$ cat src/shared/dmc_pkg.sv
`default_nettype none
package dmc_pkg;
   // chopping period in oscillator ticks and the decay switch point
   localparam logic [3:0] DMC_PERIOD_LAST = 4'hF; // 16 ticks per period
   // the tick that starts the period is the first, so the eleventh moves 9 to 10;
   // fast decay then covers counts 10..15, six of sixteen ticks
   localparam logic [3:0] DMC_FAST_START = 4'h9; // rising edge of 11th tick
   localparam logic [2:0] DMC_BLANK_SHORT = 3'h4;
   localparam logic [2:0] DMC_BLANK_LONG = 3'h6;
   localparam logic [3:0] DMC_SW_OFF = 4'h0;
   // switch vector order {high_one, high_two, low_one, low_two}
   localparam logic [3:0] DMC_SW_BRAKE = 4'h3;
   typedef enum logic [2:0] {
      DMC_CHARGE = 3'h1,
      DMC_SLOW = 3'h2,
      DMC_FAST = 3'h4
   } dmc_chop_t;
endpackage
`default_nettype wire
$ cat src/design/dmc_channel.sv
`default_nettype none
// one bridge: chopping sequencer, blanking and switch mapping
module dmc_channel (
   input wire logic ref_clk_i,
   input wire logic sys_rst_i,
   input wire logic osc_tick_i,
   input wire logic dir_first_i,
   input wire logic dir_second_i,
   input wire logic drive_gate_i,
   input wire logic blank_long_i,
   input wire logic trip_i,
   input wire logic off_i,
   output logic [3:0] sw_o
);
   dmc_pkg::dmc_chop_t st_q, st_d;
   logic [3:0] cnt_q, cnt_d;
   logic [2:0] blk_q, blk_d;
   logic [1:0] dir_q, dir_d;
   logic [3:0] sw_q, sw_d;
   logic [3:0] base;
   logic drive;

   assign drive = drive_gate_i & (dir_first_i ^ dir_second_i);

   // sequencer, blanking counter and direction history
   always_comb begin
      st_d = st_q;
      cnt_d = cnt_q;
      blk_d = blk_q;
      dir_d = {dir_first_i, dir_second_i};
      if (osc_tick_i) begin
         if (cnt_q == dmc_pkg::DMC_PERIOD_LAST) begin
            cnt_d = 4'h0;
            st_d = dmc_pkg::DMC_CHARGE;
            blk_d = blank_long_i ? dmc_pkg::DMC_BLANK_LONG : dmc_pkg::DMC_BLANK_SHORT;
         end else begin
            cnt_d = cnt_q + 4'h1;
            if (blk_q != 3'h0) begin
               blk_d = blk_q - 3'h1;
            end
            if (cnt_q == dmc_pkg::DMC_FAST_START && st_q != dmc_pkg::DMC_FAST) begin
               st_d = dmc_pkg::DMC_FAST;
            end
         end
      end
      // detection masked while blanking runs
      if (st_q == dmc_pkg::DMC_CHARGE && trip_i && blk_q == 3'h0 && st_d == st_q) begin
         st_d = dmc_pkg::DMC_SLOW;
      end
      if (dir_d != dir_q) begin
         blk_d = blank_long_i ? dmc_pkg::DMC_BLANK_LONG : dmc_pkg::DMC_BLANK_SHORT;
      end
   end

   // switch map for the forward direction, mirrored for reverse
   always_comb begin
      case (st_q)
         dmc_pkg::DMC_CHARGE: base = 4'h9;
         dmc_pkg::DMC_SLOW: base = 4'h3;
         default: base = 4'h6;
      endcase
      if (off_i) begin
         sw_d = dmc_pkg::DMC_SW_OFF;
      end else if (!drive) begin
         sw_d = (dir_first_i | dir_second_i) ? dmc_pkg::DMC_SW_BRAKE : dmc_pkg::DMC_SW_OFF;
      end else if (dir_first_i) begin
         sw_d = base;
      end else begin
         sw_d = {base[2], base[3], base[0], base[1]};
      end
   end

   always_ff @(posedge ref_clk_i or posedge sys_rst_i) begin
      if (sys_rst_i) begin
         st_q <= dmc_pkg::DMC_CHARGE;
         cnt_q <= 4'h0;
         blk_q <= 3'h0;
         dir_q <= 2'h0;
         sw_q <= 4'h0;
      end else begin
         st_q <= st_d;
         cnt_q <= cnt_d;
         blk_q <= blk_d;
         dir_q <= dir_d;
         sw_q <= sw_d;
      end
   end
   assign sw_o = sw_q;
endmodule // dmc_channel
`default_nettype wire

$ cat src/design/dmc_top.sv
`default_nettype none
module dmc_top (
   input wire logic ref_clk_i,
   input wire logic sys_rst_i,
   input wire logic chop_oscillator_i,
   input wire logic bridge_gang_select_i,
   input wire logic chan_a_dir_first_i,
   input wire logic chan_a_dir_second_i,
   input wire logic chan_a_drive_gate_i,
   input wire logic chan_b_dir_first_i,
   input wire logic chan_b_dir_second_i,
   input wire logic chan_b_drive_gate_i,
   input wire logic blank_length_select_i,
   input wire logic chan_a_current_sense_i,
   input wire logic chan_b_current_sense_i,
   input wire logic overcurrent_shutdown_i,
   input wire logic thermal_shutdown_i,
   output logic [3:0] chan_a_switch_o,
   output logic [3:0] chan_b_switch_o,
   output logic standby_o,
   output logic fault_latched_o
);
   // three-stage synchronisers for all pin inputs
   logic [13:0] s1_q, s2_q, s3_q, in_q, in_d;
   logic fault_q, fault_d, stby_q, stby_d, tick;
   logic a1, a2, ag, b1, b2, bg, gang, trip_a, trip_b, all_low, off;

   // a change counts once stages two and three agree
   always_comb begin
      in_d = in_q;
      for (int i = 0; i < 14; i++) begin
         if (s2_q[i] == s3_q[i]) begin
            in_d[i] = s3_q[i];
         end
      end
   end

   // oscillator rising edge becomes a one-cycle tick
   assign tick = in_d[0] & ~in_q[0];
   assign gang = in_q[1];
   assign a1 = in_q[2];
   assign a2 = in_q[3];
   assign ag = in_q[4];
   // in ganged mode bridge B follows the A controls and both trip on either sense input
   assign b1 = gang ? a1 : in_q[5];
   assign b2 = gang ? a2 : in_q[6];
   assign bg = gang ? ag : in_q[7];
   assign trip_a = gang ? (in_q[9] | in_q[10]) : in_q[9];
   assign trip_b = gang ? trip_a : in_q[10];
   assign all_low = ~(in_q[2] | in_q[3] | in_q[4] | in_q[5] | in_q[6] | in_q[7]);

   // fault latch: the new fault wins over the clearing condition
   always_comb begin
      fault_d = fault_q;
      if (all_low) begin
         fault_d = 1'b0;
      end
      if (in_q[11] | in_q[12]) begin
         fault_d = 1'b1;
      end
      stby_d = all_low | fault_d;
   end
   assign off = stby_q;

   always_ff @(posedge ref_clk_i or posedge sys_rst_i) begin
      if (sys_rst_i) begin
         s1_q <= 14'h0000;
         s2_q <= 14'h0000;
         s3_q <= 14'h0000;
         in_q <= 14'h0000;
         fault_q <= 1'b0;
         stby_q <= 1'b1;
      end else begin
         s1_q <= {1'b0, thermal_shutdown_i, overcurrent_shutdown_i,
            chan_b_current_sense_i, chan_a_current_sense_i, blank_length_select_i,
            chan_b_drive_gate_i, chan_b_dir_second_i, chan_b_dir_first_i,
            chan_a_drive_gate_i, chan_a_dir_second_i, chan_a_dir_first_i,
            bridge_gang_select_i, chop_oscillator_i};
         s2_q <= s1_q;
         s3_q <= s2_q;
         in_q <= in_d;
         fault_q <= fault_d;
         stby_q <= stby_d;
      end
   end

   // both channels share the oscillator, so ganged halves stay in step
   dmc_channel u_chan_a (
      .ref_clk_i(ref_clk_i),
      .sys_rst_i(sys_rst_i),
      .osc_tick_i(tick),
      .dir_first_i(a1),
      .dir_second_i(a2),
      .drive_gate_i(ag),
      .blank_long_i(in_q[8]),
      .trip_i(trip_a),
      .off_i(off),
      .sw_o(chan_a_switch_o)
   );

   dmc_channel u_chan_b (
      .ref_clk_i(ref_clk_i),
      .sys_rst_i(sys_rst_i),
      .osc_tick_i(tick),
      .dir_first_i(b1),
      .dir_second_i(b2),
      .drive_gate_i(bg),
      .blank_long_i(in_q[8]),
      .trip_i(trip_b),
      .off_i(off),
      .sw_o(chan_b_switch_o)
   );

   assign standby_o = stby_q;
   assign fault_latched_o = fault_q;
endmodule // dmc_top
`default_nettype wire

$ cat config.mk
export PLATFORM = sky130hd
export DESIGN_NAME = dmc_top
export DESIGN_NICKNAME = d
export VERILOG_FILES = /design/src/shared/dmc_pkg.sv /design/src/design/dmc_channel.sv /design/src/design/dmc_top.sv
export SDC_FILE = /design/constraint.sdc
export NUM_CORES = 1
export LEC_CHECK = 0
export BUFFER_PORTS_ARGS = -buffer_cell sky130_fd_sc_hd__buf_2
export CORE_MARGIN = 5
export CORE_UTILIZATION = 45
export CTS_BUF_LIST = sky130_fd_sc_hd__clkbuf_4 sky130_fd_sc_hd__clkbuf_8 sky130_fd_sc_hd__clkbuf_16
export DETAILED_ROUTE_END_ITERATION = 16
export PLACE_DENSITY = 0.64
export SYNTH_ARGS = -nofsm -noshare
export SYNTH_HDL_FRONTEND = slang
export SYNTH_HIERARCHICAL = 1
export SYNTH_SLANG_ARGS = --single-unit
$ cat constraint.sdc
create_clock -name ref_clk_i -period 3 [get_ports ref_clk_i]
set_input_delay 0.15 -clock ref_clk_i [delete_from_list [all_inputs] [get_ports ref_clk_i]]
set_output_delay 0.15 -clock ref_clk_i [all_outputs]
set_load 0.005 [all_outputs]
==> results.md <==
- Status: finished, final reports clean
- Ant. Diodes: 0
- Pleak: 0.00175 µW
- Share of layout cells above drive strength 1: about 17%
- TritonCTS clock tree: built
- Vias in the first global route: between 1500 and 2000
- Largest family of logic cells by synthesized area: simple AND/OR/NAND/NOR gates
- Worst rel slew slack: 30.0%
- Core area: a little over 7000 µm²
- Mapped cell area: roughly 3300 µm²
- Syn Nets: 282
- Reg2reg end: u_chan_b/blk_q[2]$_DFFE_PP0P_
- Final Hold Viols: 0
- Sequential share of the synthesized area: 64.6%
- Synthesis-to-layout area growth: 17.1%
- Post-layout min period: 1.88 ns
- Skew-Pair Late Insertion Delay: 0.34 ns
- Power Dens Cells: around 670 nW/µm²
- DP Area: 3570 µm²
- Fraction of the mapped netlist area in simple logic gates: between 10% and 20%
- Fraction of synthesized area in multiplexers: 2.21%
- Post-route cell area: 3910 µm²
- DRC violation count after routing: 0
- Number of I/O pins: 25
- Vias: 2007
- Pin count of the biggest net entering global routing: 55
- Crit path max fanout: 11
- R2r setup slk: roughly 1.1 ns
- Critical Path Start Type: flip-flop
- Final period utilization: a little over three fifths
- Area of the multi-input gates: roughly 1100 µm²
- Critical path arrival: 2.11 ns
- Main area contributors after synthesis: dfrtp_1, ha_1, maj3_1, dfstp_2, inv_1
- Min-Delay Path Depth: 0
- Overall Global Routing Usage: 13.4%
- Wire per inst: 13.5 µm
- CP max stage delay: 0.52 ns
- Average size of a mapped cell: 13.0 µm²
- Die Y: 96.1 µm
- Clock H-tree levels: 3
- Starting Density: between 40% and 50%
- CP Buf/Inv Count: 0
- ANT nets after route: 0
- Clk slew on worst S/H paths: roughly 0.08 ns
- Die area: 9240 µm²
- Distinct cell type count after synthesis: 36
- Nets: 328
- Register area: 2160 µm²
- Sequence of cells on the critical path: mux2_1, xnor2_1, nand2_1, a221o_2
- I/O Buffers: 24
- Detailed Route Iter0 Violations: 96
- RSZ-0062 raised after global routing: false
- CP top delay family: flip-flops
- Compound-Gate Fraction of Synth Area: 10.5%
- Setup TNS: 0 ns
- Mapped Cells: about 260
- HPWL after detailed placement: about 3600 µm
- Crit path kind: reg2reg
- Synth Register Bits: 86
- GRT overflow: 0
- Reg-to-reg startpoint: in_q[2]$_DFFE_PP0N_
- Adder-Cell Fraction of Synth Area: 7.68%
- Die W: 96.1 µm
- Hold endpoint: s2_q[10]$_DFF_PP0_
- VDD IR max: 0.000362 V
- Routability Congestion: 0.791
- Post-CTS Setup Bufs: 0
- FMAX: 531 MHz
- Clk_skew: 0.00427 ns
- Post-synth top area cell: dfrtp_1
- DR pass1 iterations: 5
- Global-route wire length before repair: 9270 µm
- Post-Synth XOR/XNOR Area: 1.57%
- Worst path slowest cell: dfrtp_1
- Drt total wl: between 5000 and 6000 µm
- Worst-Margin Slew: approximately 1.0 ns
- Initial antenna violation count: 0
- Worst-case reg-to-reg path depth: 4
- Max-slew violation count: 0
- TritonCTS Buffers: 9
- Hold Crit Start: s1_q[10]$_DFF_PP0_
- Synth top area share: between 60% and 70%
- Max-cap violations: 0
- Vias/cell: about 5
- Clock buffer depth: 2
- CP Depth: 4
- Setup violators final: 0
- Clock sink count: 86
- Worst min path class: reg2reg
- Data required time of the worst path: between 3 and 4 ns
- Row cnt: 31
- Synthesis Warnings: 6
- FILL cells: around 620
- Critical path capture point type: flip-flop
- CTS root buf: clkbuf_8
==> synthesized netlist by cell type <==
cell      count
a21bo_1       1
a21boi_0      4
a21o_1        6
a21oi_1       4
a221o_1       4
a221o_2       2
a31o_2        2
a31oi_1       3
and3_1        4
buf_2         4
dfrtp_1      83
dfstp_2       3
ha_1         10
inv_1        19
maj3_1       12
maj3_2        1
mux2_1        3
mux2i_1       4
nand2_1      15
nand2b_1      4
nand3_1       8
nand3b_1      2
nand4_1       4
nand4b_1      2
nor2_1        5
nor2b_1      10
nor3_1        2
nor3_2        1
nor3b_1       4
nor4_4        1
o21ai_0      12
o22ai_1       6
o31ai_1       2
o32ai_1       2
o41ai_1       2
xnor2_1       6
==> final cells by class <==
type / count / share of cell area, %
Tap cell: 99 / 3.17
Multi-Input combinational cell: 148 / 27.9
Clock buffer: 11 / 3.55
Clock inverter: 5 / 1.50
Inverter: 19 / 1.83
Timing Repair Buffer: 39 / 6.85
Sequential cell: 86 / 55.2
==> registers in the layout, summed over array words and instances, names as in the netlist <==
signal and cells:
u_chan_b/dir_q 2, u_chan_a/st_q 3, s3_q 13, s1_q 13, s2_q 13, fault_latched_o 1
u_chan_a/blk_q 3, u_chan_a/dir_q 2, u_chan_b/sw_o 4, u_chan_b/st_q 3, u_chan_b/cnt_q 4, standby_o 1
in_q 13, u_chan_a/cnt_q 4, u_chan_a/sw_o 4, u_chan_b/blk_q 3
==> worst max path at each step <==
stage	startpoint	slack, ns	end
global route	in_q[2]$_DFFE_PP0N_	0.97	u_chan_b/blk_q[2]$_DFFE_PP0P_
CTS	in_q[2]$_DFFE_PP0N_	1.14	u_chan_b/blk_q[2]$_DFFE_PP0P_
finish	in_q[2]$_DFFE_PP0N_	1.12	u_chan_b/blk_q[2]$_DFFE_PP0P_
floorplan	in_q[2]$_DFFE_PP0N_	1.33	u_chan_b/blk_q[2]$_DFFE_PP0P_
detailed placement	in_q[2]$_DFFE_PP0N_	1.15	u_chan_b/blk_q[2]$_DFFE_PP0P_
global placement	in_q[2]$_DFFE_PP0N_	1.20	u_chan_b/blk_q[2]$_DFFE_PP0P_
==> cell families after synthesis <==
group	after synthesis
DFF	86
and+or+nand+nor	62
AOI/OAI and AO/OA	50
buffers and inverters	23
adders and majority gates	23
muxes	7
xor gates and xnor gates	6
==> per-layer routing <==
metal,wire length [µm],global-route usage [%]
met4,74,6.75
met2,2550,19.4
met5,0,0
met3,191,3.13
met1,2660,18.7
==> cell usage in the layout (no fill, tap or decap), types with 5 or more instances in the layout <==
| master | instances |
|---|---|
| dfrtp_1 | 83 |
| buf_2 | 24 |
| inv_1 | 18 |
| nand2_1 | 15 |
| dlygate4sd3_1 | 14 |
| maj3_1 | 12 |
| o21ai_0 | 12 |
| nor2b_1 | 10 |
| ha_1 | 10 |
| clkbuf_8 | 9 |
| nand3_1 | 8 |
| a21o_1 | 6 |
| xnor2_1 | 6 |
| o22ai_1 | 6 |
| nor2_1 | 5 |
==> worst register-to-register path: cells and delay by family (launching register included) <==
kind            cells  cell delay [ns]
flops               1             0.52
mux                 1             0.47
xor+xnor            1             0.34
compound gates      1             0.31
simple gates        1             0.13
==> metrics by stage <==
step	setup WS (ns)	util, %	power, µW	hold WS, ns	cells
finish	1.12	53.9	2620	0.350	407
global route	0.970	53.9	2790	0.355	407
detailed placement	1.15	49.2	1830	0.259	377
global placement	1.20	49.2	1820	0.258	377
CTS	1.14	53.9	2660	0.353	407
floorplan	1.33	-	1730	0.0630	257
==> repair_timing <==
action,4_1_cts,5_1_grt
resized for setup,0,0
hold endpoints to repair,43,0
setup endpoints to repair,0,0
hold buffers,14,0
==> report_power, final <==
group | switching [µW] | internal [µW]
clock | 394 | 405
sequential | 142 | 1290
combinational | 204 | 190
(Power assumes the default switching activity.)
